<file path="config.mk">
export PLATFORM = sky130hd
export DESIGN_NAME = boot_sequencer
export DESIGN_NICKNAME = d
export VERILOG_FILES = /design/src/verilog/boot_seq_pkg.sv /design/src/verilog/boot_sequencer.sv /design/src/verilog/img_fifo.sv /design/src/verilog/settle_timer.sv
export SDC_FILE = /design/constraint.sdc
export NUM_CORES = 1
export LEC_CHECK = 0
export BUFFER_PORTS_ARGS = -buffer_cell sky130_fd_sc_hd__buf_4
export CAP_MARGIN = 10
export CELL_PAD_IN_SITES_DETAIL_PLACEMENT = 1
export CELL_PAD_IN_SITES_GLOBAL_PLACEMENT = 1
export CORE_MARGIN = 4
export CORE_UTILIZATION = 40
export CTS_BUF_LIST = sky130_fd_sc_hd__clkbuf_8
export DETAILED_ROUTE_END_ITERATION = 10
export PLACE_DENSITY = 0.68
export SYNTH_ARGS = -nofsm -noshare
export SYNTH_HDL_FRONTEND = slang
export SYNTH_SLANG_ARGS = --single-unit
</file>
<file path="constraint.sdc">
create_clock -name i_clk_sys -period 5.6 [get_ports i_clk_sys]
set_input_delay 0.56 -clock i_clk_sys [delete_from_list [all_inputs] [get_ports i_clk_sys]]
set_output_delay 0.56 -clock i_clk_sys [all_outputs]
set_load 0.03 [all_outputs]
</file>
<file path="src/verilog/boot_seq_pkg.sv">
package boot_seq_pkg;
  localparam int          CLK_HZ        = 20_000_000;
  localparam logic [23:0] RESET_VECTOR  = 24'hFFFF00;
  localparam logic        ROM_MAP_RESET = 1'h0;
  localparam int          SPI_HZ        = 500_000;
  localparam int          I2C_HZ        = 400_000;
  localparam logic [7:0]  SPI_DIV       = 8'(CLK_HZ / SPI_HZ);
  localparam logic [7:0]  I2C_DIV       = 8'(CLK_HZ / I2C_HZ);
  localparam logic [6:0]  I2C_TARGET    = 7'h50;
  // PLL settings
  localparam logic [11:0] PLL_MULT_12M  = 12'h2ED;
  localparam logic [11:0] PLL_MULT_USB0 = 12'h8C9;
  localparam logic [11:0] PLL_MULT_USB1 = 12'h005;
  localparam logic [1:0]  PLL_MULT_LOW  = 2'h0;
  localparam logic [4:0]  PLL_OUT_DIV   = 5'h00;
  localparam logic [11:0] PLL_MULT_RST  = 12'h000;
  localparam logic [2:0]  EXTERNAL_BUS_SELECTION_MODE_A   = 3'h5;
  localparam logic [2:0]  EXTERNAL_BUS_SELECTION_MODE_B   = 3'h6;
  localparam logic [2:0]  EXTERNAL_BUS_SELECTION_RST      = 3'h0;
  // Settling interval
  localparam int          SETTLE_MS     = 200;
  localparam int          SETTLE_CYC    = (CLK_HZ / 1000) * SETTLE_MS;
  // Image format
  localparam logic [15:0] SIG_VALUE     = 16'h55AA;
  localparam logic [23:0] LOAD_BASE     = 24'h000100;
  localparam int          FIFO_W        = 17;
  localparam int          FIFO_D        = 32;
  localparam logic [2:0]  LAST_PROBE    = 3'h7;

  typedef enum logic [2:0] {
    SRC_NOR  = 3'h0,
    SRC_NAND = 3'h1,
    SRC_SPI  = 3'h2,
    SRC_I2C  = 3'h3,
    SRC_CARD = 3'h4,
    SRC_USB  = 3'h5
  } src_t;

  typedef enum logic [4:0] {
    ST_FETCH   = 5'h00,
    ST_SLEW    = 5'h01,
    ST_IDLE    = 5'h02,
    ST_CLK     = 5'h03,
    ST_TRIM    = 5'h04,
    ST_CKOFF   = 5'h05,
    ST_PROBE   = 5'h06,
    ST_CFG_N   = 5'h07,
    ST_CFG_A   = 5'h08,
    ST_CFG_D   = 5'h09,
    ST_ENT_H   = 5'h0A,
    ST_ENT_L   = 5'h0B,
    ST_LOAD    = 5'h0C,
    ST_SETTLE  = 5'h0D,
    ST_JUMP    = 5'h0E,
    ST_RUN     = 5'h0F,
    ST_USB_CLK = 5'h10,
    ST_USB     = 5'h11
  } state_t;
endpackage

</file>
<file path="src/verilog/boot_sequencer.sv">
`timescale 1ns/10ps
module boot_sequencer #(
  parameter int SETTLE_CYC = boot_seq_pkg::SETTLE_CYC
) (
  // Clock and reset
  input  wire logic        i_clk_sys,
  input  wire logic        i_nrst,
  // Strap pin
  input  wire logic        i_clk_src_sel,
  // Probe engine
  output logic             o_probe_req,
  output logic [2:0]       o_probe_src,
  output logic             o_probe_wide,
  output logic [7:0]       o_serial_clk_div,
  output logic [6:0]       o_i2c_target,
  output logic [2:0]       o_ext_bus_sel,
  input  wire logic        i_probe_done,
  input  wire logic [15:0] i_probe_sig,
  // Image stream
  input  wire logic        i_img_valid,
  input  wire logic [15:0] i_img_data,
  input  wire logic        i_img_last,
  output logic             o_img_ready,
  // Register section writes
  output logic             o_cfg_valid,
  output logic [15:0]      o_cfg_addr,
  output logic [15:0]      o_cfg_data,
  // Memory writes
  output logic             o_mem_valid,
  output logic [23:0]      o_mem_addr,
  output logic [15:0]      o_mem_data,
  // Clock generator
  output logic             o_pll_bypass,
  output logic             o_pll_pwr,
  output logic [11:0]      o_pll_mult,
  output logic [1:0]       o_pll_mult_low,
  output logic             o_pll_in_div_en,
  output logic             o_pll_out_div8_en,
  output logic             o_pll_out_div_en,
  output logic [4:0]       o_pll_out_div,
  // Power and idle
  output logic             o_clock_output_pin_slow_slew,
  output logic             o_clock_output_pin_en,
  output logic             o_periph_idle,
  output logic             o_memory_port_idle,
  output logic             o_hwa_idle,
  output logic [5:0]       o_periph_clk_en,
  output logic             o_bg_trim,
  // Processor
  output logic [23:0]      o_fetch_addr,
  output logic             o_rom_map_mode,
  output logic             o_jump,
  output logic             o_boot_done,
  output logic             o_sram31_reserved
);
  typedef struct packed {
    logic [2:0] src;
    logic       wide;
    logic [2:0] external_bus_selection;
  } probe_t;

  // Probe table in the fixed search order
  function automatic probe_t probe_info(input logic [2:0] idx);
    probe_t p;
    p = '{src: boot_seq_pkg::SRC_NOR, wide: 1'b1, external_bus_selection: boot_seq_pkg::EXTERNAL_BUS_SELECTION_RST};
    case (idx)
      3'h0: p.src = boot_seq_pkg::SRC_NOR;
      3'h1: p = '{boot_seq_pkg::SRC_NAND, 1'b0, boot_seq_pkg::EXTERNAL_BUS_SELECTION_RST};
      3'h2: p = '{boot_seq_pkg::SRC_SPI, 1'b0, boot_seq_pkg::EXTERNAL_BUS_SELECTION_MODE_A};
      3'h3: p = '{boot_seq_pkg::SRC_SPI, 1'b1, boot_seq_pkg::EXTERNAL_BUS_SELECTION_MODE_A};
      3'h4: p = '{boot_seq_pkg::SRC_SPI, 1'b0, boot_seq_pkg::EXTERNAL_BUS_SELECTION_MODE_B};
      3'h5: p = '{boot_seq_pkg::SRC_SPI, 1'b1, boot_seq_pkg::EXTERNAL_BUS_SELECTION_MODE_B};
      3'h6: p = '{boot_seq_pkg::SRC_I2C, 1'b0, boot_seq_pkg::EXTERNAL_BUS_SELECTION_RST};
      default: p = '{boot_seq_pkg::SRC_CARD, 1'b0, boot_seq_pkg::EXTERNAL_BUS_SELECTION_RST};
    endcase
    return p;
  endfunction

  boot_seq_pkg::state_t state_ff, nxt_state;
  logic [2:0]  idx_ff, nxt_idx;
  probe_t      pr_ff, nxt_pr;
  logic        strap_s1_ff, strap_s2_ff, strap_ff, nxt_strap;
  logic        req_ff, nxt_req, bypass_ff, nxt_bypass, pwr_ff, nxt_pwr;
  logic [11:0] mult_ff, nxt_mult;
  logic        div_on_ff, nxt_div_on, slew_ff, nxt_slew, ckout_ff, nxt_ckout;
  logic        idle_ff, nxt_idle, trim_ff, nxt_trim, tstart_ff, nxt_tstart;
  logic [5:0]  pclk_ff, nxt_pclk;
  logic [15:0] ncfg_ff, nxt_ncfg, caddr_ff, nxt_caddr, cdata_ff, nxt_cdata, mdata_ff, nxt_mdata;
  logic        cval_ff, nxt_cval, mval_ff, nxt_mval, jump_ff, nxt_jump, done_ff, nxt_done;
  logic [23:0] entry_ff, nxt_entry, maddr_ff, nxt_maddr, fetch_ff, nxt_fetch;
  logic        f_valid, f_rd, t_done, sig_ok, streaming;
  logic [16:0] f_data;

  img_fifo #(.W(boot_seq_pkg::FIFO_W), .D(boot_seq_pkg::FIFO_D)) i_img_fifo (
    .i_clk_sys (i_clk_sys),
    .i_nrst    (i_nrst),
    .i_valid   (i_img_valid),
    .i_data    ({i_img_last, i_img_data}),
    .o_ready   (o_img_ready),
    .o_valid   (f_valid),
    .o_data    (f_data),
    .i_ready   (f_rd)
  );

  settle_timer #(.CYCLES(SETTLE_CYC)) i_settle_timer (
    .i_clk_sys (i_clk_sys),
    .i_nrst    (i_nrst),
    .i_start   (tstart_ff),
    .o_done    (t_done)
  );

  assign streaming = (state_ff inside {boot_seq_pkg::ST_CFG_N, boot_seq_pkg::ST_CFG_A,
                      boot_seq_pkg::ST_CFG_D, boot_seq_pkg::ST_ENT_H,
                      boot_seq_pkg::ST_ENT_L, boot_seq_pkg::ST_LOAD});
  assign f_rd      = streaming;
  assign sig_ok    = (i_probe_sig == boot_seq_pkg::SIG_VALUE);

  always_comb begin
    nxt_state  = state_ff;
    nxt_idx    = idx_ff;
    nxt_strap  = strap_ff;
    nxt_req    = req_ff;
    nxt_bypass = bypass_ff;
    nxt_pwr    = pwr_ff;
    nxt_mult   = mult_ff;
    nxt_div_on = div_on_ff;
    nxt_slew   = slew_ff;
    nxt_ckout  = ckout_ff;
    nxt_idle   = idle_ff;
    nxt_trim   = 1'b0;
    nxt_tstart = 1'b0;
    nxt_ncfg   = ncfg_ff;
    nxt_caddr  = caddr_ff;
    nxt_cdata  = cdata_ff;
    nxt_cval   = 1'b0;
    nxt_mdata  = mdata_ff;
    nxt_mval   = 1'b0;
    nxt_entry  = entry_ff;
    nxt_maddr  = maddr_ff;
    nxt_jump   = 1'b0;
    nxt_done   = done_ff;
    nxt_fetch  = fetch_ff;
    case (state_ff)
      // Starts on its own after every reset
      boot_seq_pkg::ST_FETCH: nxt_state = boot_seq_pkg::ST_SLEW;
      boot_seq_pkg::ST_SLEW: begin
        nxt_slew  = 1'b1;
        nxt_state = boot_seq_pkg::ST_IDLE;
      end
      boot_seq_pkg::ST_IDLE: begin
        nxt_idle  = 1'b1;
        nxt_strap = strap_s2_ff;
        nxt_state = boot_seq_pkg::ST_CLK;
      end
      boot_seq_pkg::ST_CLK: begin
        if (!strap_ff) begin
          nxt_pwr    = 1'b1;
          nxt_bypass = 1'b0;
          nxt_mult   = boot_seq_pkg::PLL_MULT_12M;
          nxt_div_on = 1'b1;
        end else begin
          nxt_bypass = 1'b1;
        end
        nxt_state = boot_seq_pkg::ST_TRIM;
      end
      boot_seq_pkg::ST_TRIM: begin
        nxt_trim  = 1'b1;
        nxt_state = boot_seq_pkg::ST_CKOFF;
      end
      boot_seq_pkg::ST_CKOFF: begin
        nxt_ckout = 1'b0;
        nxt_idx   = '0;
        nxt_req   = 1'b1;
        nxt_state = boot_seq_pkg::ST_PROBE;
      end
      // One source at a time; wait for its verdict
      boot_seq_pkg::ST_PROBE: begin
        if (i_probe_done) begin
          nxt_req = 1'b0;
          if (sig_ok) begin
            nxt_state = boot_seq_pkg::ST_CFG_N;
          end else if (idx_ff == boot_seq_pkg::LAST_PROBE) begin
            nxt_state = boot_seq_pkg::ST_USB_CLK;
          end else begin
            nxt_idx = idx_ff + 3'h1;
            nxt_req = 1'b1;
          end
        end
      end
      boot_seq_pkg::ST_CFG_N: if (f_valid) begin
        nxt_ncfg  = f_data[15:0];
        nxt_state = (f_data[15:0] == 16'h0000) ? boot_seq_pkg::ST_ENT_H : boot_seq_pkg::ST_CFG_A;
      end
      boot_seq_pkg::ST_CFG_A: if (f_valid) begin
        nxt_caddr = f_data[15:0];
        nxt_state = boot_seq_pkg::ST_CFG_D;
      end
      boot_seq_pkg::ST_CFG_D: if (f_valid) begin
        nxt_cdata = f_data[15:0];
        nxt_cval  = 1'b1;
        nxt_ncfg  = ncfg_ff - 16'h0001;
        nxt_state = (ncfg_ff == 16'h0001) ? boot_seq_pkg::ST_ENT_H : boot_seq_pkg::ST_CFG_A;
      end
      boot_seq_pkg::ST_ENT_H: if (f_valid) begin
        nxt_entry[23:16] = f_data[7:0];
        nxt_state        = boot_seq_pkg::ST_ENT_L;
      end
      boot_seq_pkg::ST_ENT_L: if (f_valid) begin
        nxt_entry[15:0] = f_data[15:0];
        // One below base so every payload word steps once, even after a stream gap
        nxt_maddr       = boot_seq_pkg::LOAD_BASE - 24'h000001;
        nxt_state       = boot_seq_pkg::ST_LOAD;
      end
      boot_seq_pkg::ST_LOAD: if (f_valid) begin
        nxt_mdata = f_data[15:0];
        nxt_mval  = 1'b1;
        nxt_maddr = maddr_ff + 24'h000001;
        if (f_data[16]) begin
          nxt_tstart = 1'b1;
          nxt_state  = boot_seq_pkg::ST_SETTLE;
        end
      end
      // Code may not run before the full interval
      boot_seq_pkg::ST_SETTLE: if (t_done && !tstart_ff) nxt_state = boot_seq_pkg::ST_JUMP;
      boot_seq_pkg::ST_JUMP: begin
        nxt_fetch = entry_ff;
        nxt_jump  = 1'b1;
        nxt_done  = 1'b1;
        nxt_state = boot_seq_pkg::ST_RUN;
      end
      boot_seq_pkg::ST_RUN: nxt_state = boot_seq_pkg::ST_RUN;
      boot_seq_pkg::ST_USB_CLK: begin
        nxt_pwr    = 1'b1;
        nxt_bypass = 1'b0;
        nxt_div_on = 1'b1;
        nxt_mult   = strap_ff ? boot_seq_pkg::PLL_MULT_USB1 : boot_seq_pkg::PLL_MULT_USB0;
        nxt_req    = 1'b1;
        nxt_state  = boot_seq_pkg::ST_USB;
      end
      // Only a device reset leaves this poll without a signature
      boot_seq_pkg::ST_USB: if (i_probe_done && sig_ok) begin
        nxt_req   = 1'b0;
        nxt_state = boot_seq_pkg::ST_CFG_N;
      end
      default: nxt_state = boot_seq_pkg::ST_FETCH;
    endcase
    nxt_pr      = probe_info(nxt_idx);
    nxt_pclk    = '0;
    // USB stays the source through its own load
    if (nxt_state inside {boot_seq_pkg::ST_USB_CLK, boot_seq_pkg::ST_USB} || pr_ff.src == boot_seq_pkg::SRC_USB) begin
      nxt_pr = '{boot_seq_pkg::SRC_USB, 1'b0, boot_seq_pkg::EXTERNAL_BUS_SELECTION_RST};
    end
    // Clock only the source under query or load
    if ((nxt_req || nxt_state inside {boot_seq_pkg::ST_CFG_N, boot_seq_pkg::ST_CFG_A,
         boot_seq_pkg::ST_CFG_D, boot_seq_pkg::ST_ENT_H, boot_seq_pkg::ST_ENT_L,
         boot_seq_pkg::ST_LOAD}) && !nxt_done) begin
      nxt_pclk = 6'h01 << nxt_pr.src;
    end
  end

  always_ff @(posedge i_clk_sys or negedge i_nrst) begin
    if (!i_nrst) begin
      strap_s1_ff <= 1'b0;
      strap_s2_ff <= 1'b0;
    end else begin
      strap_s1_ff <= i_clk_src_sel;
      strap_s2_ff <= strap_s1_ff;
    end
  end

  always_ff @(posedge i_clk_sys or negedge i_nrst) begin
    if (!i_nrst) begin
      state_ff  <= boot_seq_pkg::ST_FETCH;
      idx_ff    <= '0;
      pr_ff     <= '{boot_seq_pkg::SRC_NOR, 1'b1, boot_seq_pkg::EXTERNAL_BUS_SELECTION_RST};
      strap_ff  <= 1'b0;
      req_ff    <= 1'b0;
      bypass_ff <= 1'b1;
      pwr_ff    <= 1'b0;
      mult_ff   <= boot_seq_pkg::PLL_MULT_RST;
      div_on_ff <= 1'b0;
      slew_ff   <= 1'b0;
      ckout_ff  <= 1'b1;
      idle_ff   <= 1'b0;
      trim_ff   <= 1'b0;
      tstart_ff <= 1'b0;
      pclk_ff   <= '0;
      ncfg_ff   <= '0;
      caddr_ff  <= '0;
      cdata_ff  <= '0;
      cval_ff   <= 1'b0;
      mdata_ff  <= '0;
      mval_ff   <= 1'b0;
      entry_ff  <= '0;
      maddr_ff  <= '0;
      jump_ff   <= 1'b0;
      done_ff   <= 1'b0;
      fetch_ff  <= boot_seq_pkg::RESET_VECTOR;
    end else begin
      state_ff  <= nxt_state;
      idx_ff    <= nxt_idx;
      pr_ff     <= nxt_pr;
      strap_ff  <= nxt_strap;
      req_ff    <= nxt_req;
      bypass_ff <= nxt_bypass;
      pwr_ff    <= nxt_pwr;
      mult_ff   <= nxt_mult;
      div_on_ff <= nxt_div_on;
      slew_ff   <= nxt_slew;
      ckout_ff  <= nxt_ckout;
      idle_ff   <= nxt_idle;
      trim_ff   <= nxt_trim;
      tstart_ff <= nxt_tstart;
      pclk_ff   <= nxt_pclk;
      ncfg_ff   <= nxt_ncfg;
      caddr_ff  <= nxt_caddr;
      cdata_ff  <= nxt_cdata;
      cval_ff   <= nxt_cval;
      mdata_ff  <= nxt_mdata;
      mval_ff   <= nxt_mval;
      entry_ff  <= nxt_entry;
      maddr_ff  <= nxt_maddr;
      jump_ff   <= nxt_jump;
      done_ff   <= nxt_done;
      fetch_ff  <= nxt_fetch;
    end
  end

  assign o_probe_req        = req_ff;
  assign o_probe_src        = pr_ff.src;
  assign o_probe_wide       = pr_ff.wide;
  assign o_ext_bus_sel      = pr_ff.external_bus_selection;
  assign o_serial_clk_div   = (pr_ff.src == boot_seq_pkg::SRC_I2C) ? boot_seq_pkg::I2C_DIV
                                                                     : boot_seq_pkg::SPI_DIV;
  assign o_i2c_target       = boot_seq_pkg::I2C_TARGET;
  assign o_cfg_valid        = cval_ff;
  assign o_cfg_addr         = caddr_ff;
  assign o_cfg_data         = cdata_ff;
  assign o_mem_valid        = mval_ff;
  assign o_mem_addr         = maddr_ff;
  assign o_mem_data         = mdata_ff;
  assign o_pll_bypass       = bypass_ff;
  assign o_pll_pwr          = pwr_ff;
  assign o_pll_mult         = mult_ff;
  assign o_pll_mult_low     = boot_seq_pkg::PLL_MULT_LOW;
  assign o_pll_in_div_en    = 1'b0;
  assign o_pll_out_div8_en  = div_on_ff;
  assign o_pll_out_div_en   = div_on_ff;
  assign o_pll_out_div      = boot_seq_pkg::PLL_OUT_DIV;
  assign o_clock_output_pin_slow_slew = slew_ff;
  assign o_clock_output_pin_en        = ckout_ff;
  assign o_periph_idle      = idle_ff;
  assign o_memory_port_idle       = idle_ff;
  assign o_hwa_idle         = idle_ff;
  assign o_periph_clk_en    = pclk_ff;
  assign o_bg_trim          = trim_ff;
  assign o_fetch_addr       = fetch_ff;
  assign o_rom_map_mode     = boot_seq_pkg::ROM_MAP_RESET;
  assign o_jump             = jump_ff;
  assign o_boot_done        = done_ff;
  assign o_sram31_reserved  = !done_ff;

  // Helper: cycles since timer start
  logic [31:0] since_ff;
  always_ff @(posedge i_clk_sys or negedge i_nrst) begin
    if (!i_nrst) since_ff <= '0;
    else if (tstart_ff) since_ff <= '0;
    else if (since_ff != 32'hFFFFFFFF) since_ff <= since_ff + 32'h1;
  end
endmodule

</file>
<file path="src/verilog/img_fifo.sv">
`timescale 1ns/10ps
module img_fifo #(
  parameter int W = 17,
  parameter int D = 32
) (
  // Clock and reset
  input  wire logic         i_clk_sys,
  input  wire logic         i_nrst,
  // Fill side
  input  wire logic         i_valid,
  input  wire logic [W-1:0] i_data,
  output logic              o_ready,
  // Drain side
  output logic              o_valid,
  output logic [W-1:0]      o_data,
  input  wire logic         i_ready
);
  localparam int AW = $clog2(D);

  logic [W-1:0] mem [D];
  logic [AW-1:0] wr_ff, rd_ff, nxt_wr, nxt_rd;
  logic [AW:0]   cnt_ff, nxt_cnt;
  logic          push, pop;

  assign o_ready = (cnt_ff != (AW+1)'(D));
  assign o_valid = (cnt_ff != '0);
  assign o_data  = mem[rd_ff];
  assign push    = i_valid && o_ready;
  assign pop     = o_valid && i_ready;

  always_comb begin
    nxt_wr  = push ? wr_ff + 1'b1 : wr_ff;
    nxt_rd  = pop ? rd_ff + 1'b1 : rd_ff;
    nxt_cnt = cnt_ff + (AW+1)'(push) - (AW+1)'(pop);
  end

  always_ff @(posedge i_clk_sys or negedge i_nrst) begin
    if (!i_nrst) begin
      wr_ff  <= '0;
      rd_ff  <= '0;
      cnt_ff <= '0;
    end else begin
      wr_ff  <= nxt_wr;
      rd_ff  <= nxt_rd;
      cnt_ff <= nxt_cnt;
    end
  end

  // Storage needs no reset; occupancy guards reads
  always_ff @(posedge i_clk_sys) begin
    if (push) begin
      mem[wr_ff] <= i_data;
    end
  end
endmodule

</file>
<file path="src/verilog/settle_timer.sv">
`timescale 1ns/10ps
module settle_timer #(
  parameter int CYCLES = 4_000_000
) (
  // Clock and reset
  input  wire logic i_clk_sys,
  input  wire logic i_nrst,
  // Control
  input  wire logic i_start,
  output logic      o_done
);
  logic [31:0] cnt_ff, nxt_cnt;
  logic        run_ff, nxt_run, done_ff, nxt_done;

  assign o_done = done_ff;

  always_comb begin
    nxt_cnt  = cnt_ff;
    nxt_run  = run_ff;
    nxt_done = done_ff;
    if (i_start) begin
      nxt_cnt  = '0;
      nxt_run  = 1'b1;
      nxt_done = 1'b0;
    end else if (run_ff) begin
      nxt_cnt = cnt_ff + 32'h1;
      if (nxt_cnt >= 32'(CYCLES)) begin
        nxt_run  = 1'b0;
        nxt_done = 1'b1;
      end
    end
  end

  always_ff @(posedge i_clk_sys or negedge i_nrst) begin
    if (!i_nrst) begin
      cnt_ff  <= '0;
      run_ff  <= 1'b0;
      done_ff <= 1'b0;
    end else begin
      cnt_ff  <= nxt_cnt;
      run_ff  <= nxt_run;
      done_ff <= nxt_done;
    end
  end
endmodule

</file>
**Yosys cells after proc, flatten, opt, wreduce, memory -nomap -nowiden**

Memory sizes are Yosys's and may differ from the RTL's.
Cells that the tools add are included.

- Add/sub/neg operators: 8
- Equality and inequality tests: 42
- Multiplexer cells: 61
- Shift-type cells: 1
- Reduce and logical (&&, ||, !) cells: 34
- Order comparisons: 1

Operator list:

| cell | count |
|---|---|
| $pmux W5 S17 | 1 |
| $eq A5 B4 Y1 const B | 13 |
| $mux W5 | 13 |
| $mux W32 | 2 |
| $mux W24 | 2 |
| $pmux W24 S2 | 1 |
| $add A32 B1 Y32 const B | 1 |
| $ge A32 B22 Y1 const B | 1 |
| $mux W16 | 2 |
| $pmux W16 S2 | 1 |
| $eq A5 B3 Y1 const B | 5 |
| $add A24 B1 Y24 const B | 1 |
| $mux W12 | 2 |
| $pmux W12 S2 | 1 |
| $mux W1 | 23 |
| $eq A5 B5 Y1 const B | 4 |
| $pmux W4 S5 | 1 |
| $reduce_bool A6 Y1 | 3 |
| $eq A16 B1 Y1 const B | 1 |
| $eq A16 B15 Y1 const B | 1 |
| $logic_not A16 Y1 | 1 |
| $sub A16 B1 Y16 const B | 1 |
| $eq A3 B3 Y1 const B | 5 |
| $reduce_and A2 Y1 | 7 |
| other kinds (29) | 54 |

- RAM bits: 544
- Output and inout bits: 162
- Bits in registers: 234
- Memories: 1
- Logic and storage cells: 184
- Input bits: 38

Memories:

| name | words | width | rd ports | clocked after Yosys merged registers in | wr ports | line | RTL |
|---|---|---|---|---|---|---|---|
| i_img_fifo.mem | 32 | 17 | 1 | 0 | 1 | img_fifo.sv:20 | `logic [W-1:0] mem [D];` |

**Logic depth before layout (Yosys ltp)**

Gate-level depths: netlist of run 1.

- Depth in word-level cells: 11
- Gate-level depth with buffers: 16
- Gate-level depth less buffers: 14

**Cells and area by module**

Synthesis of run 1 repeated with hierarchy kept, for this count alone.

- Cells, all modules: 2031
- Area total of the unflattened synthesis: 32133.3 sq um

Modules (own cells, without submodules):

| module | area each (sq um) | instances | seq. area each (sq um) | cells each |
|---|---|---|---|---|
| img_fifo | 21773.4 | 1 | 16736.1 | 1023 |
| boot_sequencer | 8161.6 | 1 | 4428.0 | 748 |
| settle_timer | 2198.4 | 1 | 850.8 | 260 |

**Least setup slack after synthesis of run 1**

Ideal clock, no wire load.

- Path kind: register to register
- Start point: register state_ff[2]
- End point: register i_img_fifo.cnt_ff[4]
- Clock period less this slack: 3.137 ns
- Slack: 2.463 ns
- Arrival time: 3.014 ns
- Library setup time: 0.122 ns
- Buffers on the path: 3
- Cell stages (with the launch flop): 16
- Cells stage by stage: dfrtp_1 > clkbuf_1 > clkbuf_1 > clkbuf_1 > a32oi_1 > nor3_1 > ha_1 > inv_1 > ha_1 > inv_1 > fa_1 > inv_1 > a21oi_1 > nor2_1 > nor2_1 > xnor2_1

- Word-level cells in the longest chain between the ends: 4

Ends and longest elaborated chain:

| element | line | RTL |
|---|---|---|
| start, declared | boot_sequencer.sv:79 | `boot_seq_pkg::state_t state_ff, nxt_state;` |
| start signal, assigned | boot_sequencer.sv:273 | `state_ff <= boot_seq_pkg::ST_FETCH;` |
| start signal, assigned | boot_sequencer.sv:300 | `state_ff <= nxt_state;` |
| $eq A5 B3 Y1 or $eq A5 B4 Y1 (tied branches) | boot_sequencer.sv:112 | `assign streaming = (state_ff inside {boot_seq_pkg::ST_CFG_N, boot_seq_pkg::ST_CFG_A,` |
| $reduce_bool A6 Y1 * | boot_sequencer.sv:112 |  |
| $logic_and A1 B1 Y1 * | img_fifo.sv:29 | `assign pop = o_valid && i_ready;` |
| via i_img_fifo.pop | img_fifo.sv:23 | `logic push, pop;` |
| $sub A6 B1 Y6 * | img_fifo.sv:34 | `nxt_cnt = cnt_ff + (AW+1)'(push) - (AW+1)'(pop);` |
| via i_img_fifo.nxt_cnt[4] | img_fifo.sv:22 | `logic [AW:0] cnt_ff, nxt_cnt;` |
| end signal, assigned | img_fifo.sv:45 | `cnt_ff <= nxt_cnt;` |
| end, declared | img_fifo.sv:22 |  |

Mark *: on every way through the listed nets, which the timed path passes. The rest lies on a longest branch.
A chain may end at the register's enable or synchronous reset.

**Final worst setup path of run 1**

- Start point: register i_img_fifo.rd_ff[2]
- End point: register state_ff[1]

- Word-level cells in the longest chain between the ends: 5

Ends and longest elaborated chain:

| element | line | RTL |
|---|---|---|
| start, declared | img_fifo.sv:21 | `logic [AW-1:0] wr_ff, rd_ff, nxt_wr, nxt_rd;` |
| start signal, assigned | img_fifo.sv:44 | `rd_ff <= nxt_rd;` |
| $mem_v2 Z32 W17 * | -- |  |
| $logic_not A16 Y1 | boot_sequencer.sv:192 | `nxt_state = (f_data[15:0] == 16'h0000) ? boot_seq_pkg::ST_ENT_H : boot_seq_pkg::ST_CFG_A;` |
| $mux W2 | boot_sequencer.sv:192 |  |
| $mux W5 | boot_sequencer.sv:190 | `boot_seq_pkg::ST_CFG_N: if (f_valid) begin` |
| $pmux W5 S17 * | boot_sequencer.sv:143 | `case (state_ff)` |
| via nxt_state[1] | boot_sequencer.sv:79 |  |

Marks and branches as above.

==> flow_summary.yaml, run 1 <==
critical_path:
  cp_max_fo: 26
  slowest_delay_ns: 0.90
  critical_path.startpoint: "i_img_fifo.rd_ff[2]"
  worst_setup_path_end_kind: "flip-flop"
  crit_type: "reg2reg"
  cp_slowest_cell: "sky130_fd_sc_hd__nand3b_1"
  ff2ff_setup_slack_ns: 1.36
  reg2reg_depth: 10
  capture_point_of_the_worst_reg_to_reg_path: "state_ff[1]"
  worst_path_most_repeated_cell: "sky130_fd_sc_hd__buf_4"
  critical_path.cell_chain: "nand3b_1, buf_4, o22ai_1, a2111oi_0, buf_4, a21oi_1, nor4_1, nand4_1, nand3_1, a211o_1"
  timing.rr.start: "i_img_fifo.rd_ff[2]"
  setup.worst_path.start_class: "flip-flop"
  worst_ep_required_time_ns: 6.23
  crit_arrival_ns: 4.88
detailed_routing:
  m1WireLength_um: 36100
  antenna_violating_nets_post_route: 0
  top_layer_used: "met4"
  route.vias.total: 18775
  routedWlPerCell_um: 24.6
  met2RoutedLength_um: 41300
  detailedRoute.firstPassIterationCount: 5
  initialDrtViolationCount: 1429
  drt-vias-per-instance: 5.49
  wl_met3_um: 4290
  routed_wl_um: 84100
  detail_route.drc_violations: 0
power_and_ir_drop:
  total_switching_power_w: 0.00614
  seq_power_share_pct: 42.2
  max-vdd-ir-drop_uv: 276
  sw_ratio_pct: 35.6
  leakage_nw: 13.8
  comb_power_share_pct: 30.8
  power.density_nw_per_um2: 472
  power_report.internal_total_w: 0.0111
  power_frac_clock_pct: 26.9
placement:
  finalWeightedCongestion: 0.777
  numPortBuffers: 174
  placedInstanceArea_um2: 34200
  post-dp-hpwl_um: 53600
hold_path:
  min_to: "i_img_fifo.mem[9][16]"
  hold_path_startpoint: "i_img_last"
  min_path_cells: 1
  hp-class: "in2reg"
global_route:
  grt.overflow.total: 0
  antenna_found_initial: 4
  vias_in_the_first_global_route: 20288
  groute.usage.overall_pct: 19.9
  first_pass_grt_wire_length_um: 128000
  maximum_number_of_pins_on_one_net_before_global_route_repair: 139
finish:
  layout.area.seq_um2: 22000
  multi_input_comb_area_um2: 8930
  filler_cell_count: 7804
  finalNetCount: 2325
  drive_above_1_share_pct: 26.7
  areaGrowthSynthToFinish_pct: 15.2
  fin_area_um2: 36600
clock_network:
  worst_skew_pair.late_latency_ns: 0.76
  worst_setup_hold_path_clk_slew_ns: 0.07
  count_of_clock_tree_sinks: 770
  cts_resized: 0
  cts_tree: "yes"
  clk_buf_depth: 3
  postCtsSetupRepairBufs: 0
  clock-root-buffer: "sky130_fd_sc_hd__clkbuf_8"
  ctsHoldBuffers: 2
  htree_levels: 3
  cts_inserted_buffers: 121
sta:
  fmax_mhz: 236
  finalSetupViolCount: 0
  finalCritPeriodShare_pct: 75.8
  min_period_ns: 4.24
  tightest_slew_margin_relative_to_the_limit_pct: 25.0
  report.final.hold_viol_count: 0
  finalClockSkew_ns: 0.0501
  setup_repair_after_global_routing_missed_its_margin: "no"
  setup-tns-final_ns: 0
  slew_viols_final: 0
  worstMarginPinSlew_ns: 1.12
synth:
  yosys_synthesis_warning_count: 0
  ys_dominant_reg_cell: "sky130_fd_sc_hd__edfxtp_1"
  seq_area_frac_synth_pct: 69.3
  synth.ff_latch_count: 770
  ys_top_cells_by_area: "sky130_fd_sc_hd__edfxtp_1 51%, sky130_fd_sc_hd__dfrtp_1 16%, sky130_fd_sc_hd__mux4_2 7.2%, sky130_fd_sc_hd__mux2_2 2.9%, sky130_fd_sc_hd__mux2i_1 2.7%"
  synth.distinct_cells: 71
  mappedNetlistArea_um2: 31800
  postSynthCellCount: 2015
  post_synth.cell_area_avg_um2: 15.8
  async_flop_share_pct: 29.4
  yosysTopAreaCellShare_pct: 51.4
  post_synth_edffs: 544
  yosysTopAreaCell: "sky130_fd_sc_hd__edfxtp_1"
die:
  num_io_pins: 200
  core_area_um2: 78900
  start_util_pct: 40.3
  floorplan.die_area_um2: 84000
  die-width_um: 290
  die_y_um: 290
  rows: 103
outcome:
  outcome: "finished clean"
job:
  max-cap-violations: 0
[worst max path at each step]
stage                                      end  slack [ns]  depth (start not counted)
after floorplan           i_img_fifo.cnt_ff[4]        2.46                         15
after global placement             state_ff[1]        1.48                         10
after detailed placement           state_ff[1]        1.28                         10
after CTS                          state_ff[1]        1.30                         10
after global routing               state_ff[1]        1.17                         10
final                              state_ff[1]        1.36                         10
[critical path, delay by kind of cell, from the launching register on]
| kind | cells | cell delay, ns |
|---|---|---|
| and+or+nand+nor | 4 | 1.30 |
| DFF | 1 | 0.84 |
| buffers and inverters | 2 | 0.70 |
| AOI/OAI and AO/OA | 4 | 1.25 |
[through the flow]
stage | power, W | utilization [%] | std cells | setup slack, ns | hold WS, ns
floorplan | 0.0106 | - | 2038 | 2.46 | 0.264
global placement | 0.0126 | 43.4 | 3191 | 1.48 | 0.346
detailed placement | 0.0128 | 43.4 | 3191 | 1.28 | 0.336
CTS | 0.0175 | 46.4 | 3419 | 1.30 | 0.164
global route | 0.0181 | 46.4 | 3420 | 1.17 | 0.190
finish | 0.0173 | 46.4 | 3420 | 1.36 | 0.238
[registers in the layout (all words and copies together), names as in the netlist, 3 cells and up]
| name | count |
|---|---|
| i_img_fifo.wr_ff | 5 |
| o_fetch_addr | 24 |
| o_mem_addr | 24 |
| o_pll_mult | 5 |
| idx_ff | 3 |
| state_ff | 5 |
| o_periph_clk_en | 6 |
| i_img_fifo.mem | 544 |
| i_img_fifo.rd_ff | 5 |
| ncfg_ff | 16 |
| entry_ff | 24 |
| o_cfg_data | 16 |
| i_settle_timer.cnt_ff | 32 |
| o_probe_src | 3 |
| i_img_fifo.cnt_ff | 6 |
| o_ext_bus_sel | 3 |
| o_cfg_addr | 16 |
| o_mem_data | 16 |
[power groups by stage]
stage	clock network, W	logic [W]	registers, W
floorplan	0	0.00320	0.00744
global placement	0	0.00521	0.00737
detailed placement	0	0.00535	0.00741
CTS	0.00477	0.00538	0.00730
global route	0.00507	0.00570	0.00738
finish	0.00465	0.00532	0.00729
[layout by cell type, fill, tap and decap left out, types with 17 or more instances in the layout]
cell	synthesis	final
sky130_fd_sc_hd__nand2_1	116	116
sky130_fd_sc_hd__xor2_1	27	27
sky130_fd_sc_hd__o22ai_1	20	20
sky130_fd_sc_hd__o21ai_0	66	65
sky130_fd_sc_hd__conb_1	2	25
sky130_fd_sc_hd__mux2i_1	85	85
sky130_fd_sc_hd__xnor2_1	17	17
sky130_fd_sc_hd__nor2_1	125	123
sky130_fd_sc_hd__clkinv_2	0	23
sky130_fd_sc_hd__nor3_1	28	28
sky130_fd_sc_hd__mux2_2	83	83
sky130_fd_sc_hd__inv_1	32	82
sky130_fd_sc_hd__ha_1	20	20
sky130_fd_sc_hd__buf_4	43	239
sky130_fd_sc_hd__mux4_2	101	101
sky130_fd_sc_hd__edfxtp_1	544	544
sky130_fd_sc_hd__a21oi_1	76	76
sky130_fd_sc_hd__clkbuf_8	0	130
sky130_fd_sc_hd__dfstp_2	19	19
sky130_fd_sc_hd__nand3_1	45	45
sky130_fd_sc_hd__a22oi_1	39	39
sky130_fd_sc_hd__dfrtp_1	207	204
sky130_fd_sc_hd__o221ai_1	17	17
sky130_fd_sc_hd__nand4_1	35	35
[synth_stat cells (9+ instances only)]
cell type	count
sky130_fd_sc_hd__edfxtp_1	544
sky130_fd_sc_hd__dfrtp_1	207
sky130_fd_sc_hd__nor2_1	125
sky130_fd_sc_hd__nand2_1	116
sky130_fd_sc_hd__mux4_2	101
sky130_fd_sc_hd__mux2i_1	85
sky130_fd_sc_hd__mux2_2	83
sky130_fd_sc_hd__a21oi_1	76
sky130_fd_sc_hd__o21ai_0	66
sky130_fd_sc_hd__clkbuf_1	60
sky130_fd_sc_hd__nand3_1	45
sky130_fd_sc_hd__buf_4	43
sky130_fd_sc_hd__a22oi_1	39
sky130_fd_sc_hd__nand4_1	35
sky130_fd_sc_hd__inv_1	32
sky130_fd_sc_hd__nor3_1	28
sky130_fd_sc_hd__xor2_1	27
sky130_fd_sc_hd__ha_1	20
sky130_fd_sc_hd__o22ai_1	20
sky130_fd_sc_hd__dfstp_2	19
sky130_fd_sc_hd__o221ai_1	17
sky130_fd_sc_hd__xnor2_1	17
sky130_fd_sc_hd__a211oi_1	14
sky130_fd_sc_hd__or3_1	14
sky130_fd_sc_hd__buf_2	13
sky130_fd_sc_hd__buf_6	13
sky130_fd_sc_hd__and2_1	11
sky130_fd_sc_hd__and3_1	10
sky130_fd_sc_hd__nor4_1	10
sky130_fd_sc_hd__and4_1	9
sky130_fd_sc_hd__nor2b_1	9
[logic make-up (layout without fill, tap and decap cells)]
| family | Yosys count | after routing | synth area share, % |
|---|---|---|---|
| DFF | 770 | 770 | 69.3 |
| and+or+nand+nor | 453 | 453 | 7.10 |
| AOI/OAI and AO/OA | 284 | 284 | 5.74 |
| muxes | 271 | 271 | 12.9 |
| buffers and inverters | 170 | 501 | 2.93 |
| xor gates and xnor gates | 44 | 44 | 1.21 |
| adders and majority gates | 21 | 21 | 0.850 |
| other | 2 | 26 | 0.0236 |
[area by class of cell]
cell class / instances / area share (%)
repair buffers: 243 / 5.05
diodes: 1 / 0.00684
clock inverters: 96 / 1.57
well taps: 1050 / 3.59
inverters: 32 / 0.328
clock buffers: 130 / 4.89
flip-flops and latches: 770 / 60.2
multi-input cells: 1098 / 24.4
[routing by layer]
| metal | GRT usage, % | vias to the layer above |
|---|---|---|
| li1 | - | 8256 |
| met1 | 26.8 | 9869 |
| met2 | 32.9 | 515 |
| met3 | 3.58 | 135 |
| met4 | 6.39 | 0 |
| met5 | 0 | - |
Power figures use the tool's default switching activity.
==> run 2: changes to the inputs <==
clock period = 4.25 ns   (was 5.6 ns; I/O delays follow)
==> flow_summary.yaml, run 2 (synthesized netlist as in run 1, its figures left out) <==
critical_path:
  crit_type: "reg2reg"
  cp_max_fo: 15
  worst_ep_required_time_ns: 4.97
  worst_setup_path_end_kind: "flip-flop"
  crit_arrival_ns: 4.65
  setup.worst_path.start_class: "flip-flop"
detailed_routing:
  detail_route.drc_violations: 0
  antenna_violating_nets_post_route: 0
  detailedRoute.firstPassIterationCount: 5
  routed_wl_um: 85300
  initialDrtViolationCount: 1613
  route.vias.total: 19060
  drt-vias-per-instance: 5.51
  routedWlPerCell_um: 24.7
global_route:
  vias_in_the_first_global_route: 20423
  groute.usage.overall_pct: 20.2
  maximum_number_of_pins_on_one_net_before_global_route_repair: 105
  antenna_found_initial: 1
  first_pass_grt_wire_length_um: 130000
  grt.overflow.total: 0
placement:
  post-dp-hpwl_um: 54500
  numPortBuffers: 174
  finalWeightedCongestion: 0.811
hold_path:
  hp-class: "in2reg"
clock_network:
  clock-root-buffer: "sky130_fd_sc_hd__clkbuf_8"
  htree_levels: 4
  cts_tree: "yes"
  worst_skew_pair.late_latency_ns: 0.77
  postCtsSetupRepairBufs: 0
  clk_buf_depth: 3
  worst_setup_hold_path_clk_slew_ns: 0.06
  count_of_clock_tree_sinks: 770
  cts_inserted_buffers: 132
power_and_ir_drop:
  sw_ratio_pct: 35.3
  seq_power_share_pct: 40.8
  power.density_nw_per_um2: 629
  leakage_nw: 14.0
  power_frac_clock_pct: 27.6
  max-vdd-ir-drop_uv: 363
  total_switching_power_w: 0.00822
  power_report.internal_total_w: 0.0151
  comb_power_share_pct: 31.6
sta:
  report.final.hold_viol_count: 0
  worstMarginPinSlew_ns: 1.11
  setup-tns-final_ns: 0
  setup_repair_after_global_routing_missed_its_margin: "no"
  finalSetupViolCount: 0
  finalClockSkew_ns: 0.0334
  fmax_mhz: 254
  slew_viols_final: 0
  finalCritPeriodShare_pct: 92.6
  tightest_slew_margin_relative_to_the_limit_pct: 26.1
  min_period_ns: 3.93
finish:
  drive_above_1_share_pct: 27.7
  layout.area.seq_um2: 22000
  leading_cell_types_in_the_layout_fill_and_taps_excluded: "544 x sky130_fd_sc_hd__edfxtp_1, 257 x sky130_fd_sc_hd__buf_4, 203 x sky130_fd_sc_hd__dfrtp_1"
  largest_reg_flops: 544
  multi_input_comb_area_um2: 8930
  largest-register: "i_img_fifo.mem"
  layout_commonest_cell: "sky130_fd_sc_hd__edfxtp_1"
  largest_registers: "i_img_fifo.mem (544), i_settle_timer.cnt_ff (32)"
  filler_cell_count: 7781
  finalNetCount: 2361
  areaGrowthSynthToFinish_pct: 16.5
  final_core_utilization_pct: 46.9
outcome:
  outcome: "finished clean"
die:
  rows: 103
  floorplan.die_area_um2: 84000
  start_util_pct: 40.3
  die_y_um: 290
  core_area_um2: 78900
  die-width_um: 290
  num_io_pins: 200
job:
  max-cap-violations: 0
-- run 2: cell count changes in the layout (fill, tap and decap cells not counted), moves of 3 or more --
cell                         delta
sky130_fd_sc_hd__bufinv_16      -3
sky130_fd_sc_hd__inv_6          +3
sky130_fd_sc_hd__buf_12         +4
sky130_fd_sc_hd__inv_1          +3
sky130_fd_sc_hd__clkinvlp_4     +4
sky130_fd_sc_hd__clkinv_2      -16
sky130_fd_sc_hd__clkbuf_8      +24
sky130_fd_sc_hd__buf_4         +18
-- run 2: worst max-delay path, cell delays in order, from the launching register on --
cell and delay [ns]:
sky130_fd_sc_hd__dfrtp_4 0.62, sky130_fd_sc_hd__mux4_2 0.54, sky130_fd_sc_hd__a22o_1 0.27, sky130_fd_sc_hd__a2111oi_0 0.89, sky130_fd_sc_hd__a21oi_1 0.43, sky130_fd_sc_hd__nor4_1 0.61
sky130_fd_sc_hd__nand4_1 0.23, sky130_fd_sc_hd__nand3_1 0.14, sky130_fd_sc_hd__a211o_1 0.12
-- run 2: final timing paths --
kind                                          start                   endpoint  slack (ns)  cells after the start
worst max-delay path            i_img_fifo.rd_ff[0]                state_ff[1]        0.32                      8
worst min-delay path                   i_probe_done                o_probe_req        0.09                      4
worst max register to register  i_img_fifo.rd_ff[0]                state_ff[1]        0.32                      8
worst min register to register          strap_s1_ff                strap_s2_ff        0.38                      0
max in group asynchronous                    i_nrst           o_fetch_addr[19]        2.88                      3
min in group asynchronous                    i_nrst  i_settle_timer.cnt_ff[23]        0.31                      2
-- run 2: stage by stage --
step           instances  setup slack (ns)  total power (W)  instance area [µm²]  hold slack [ns]
2_1_floorplan       2038              1.11           0.0140                31900            0.129
3_3_place_gp        3213             0.128           0.0168                34400            0.369
3_5_place_dp        3214             0.234           0.0171                34400            0.340
4_1_cts             3454             0.234           0.0236                37000          0.00756
5_1_grt             3456             0.142           0.0244                37000           0.0555
6_report            3457             0.317           0.0233                37000           0.0901
-- run 2: what timing repair did --
| action | CTS | global route |
|---|---|---|
| resized for setup | 0 | 0 |
| hold endpoints to repair | 117 | 0 |
| hold buffers | 3 | 0 |
-- run 2: metal layers --
metal  up-vias  part of all wire (%)  wire, µm  track usage, %
li1       8338                     -         -               -
met1     10021                    43     36400            27.0
met2       560                    49     42100            33.5
met3       141                   5.4      4600            3.66
met4         0                   2.6      2200            6.92
met5         -                     0         0               0
-- run 2: area by class of cell --
class	instances	area share, %
repair buffers	268	5.63
clock inverters	83	1.14
multi-input cells	1098	24.1
flip-flops and latches	770	59.5
diodes	2	0.0135
inverters	32	0.324
well taps	1050	3.55
clock buffers	154	5.73
-- run 2: power groups by stage --
stage | Combinational (W) | Sequential [W] | Clock (W)
6_report | 0.00736 | 0.00949 | 0.00643
4_1_cts | 0.00743 | 0.00950 | 0.00662
5_1_grt | 0.00785 | 0.00959 | 0.00700
3_3_place_gp | 0.00720 | 0.00959 | 0
2_1_floorplan | 0.00422 | 0.00980 | 0
3_5_place_dp | 0.00741 | 0.00964 | 0
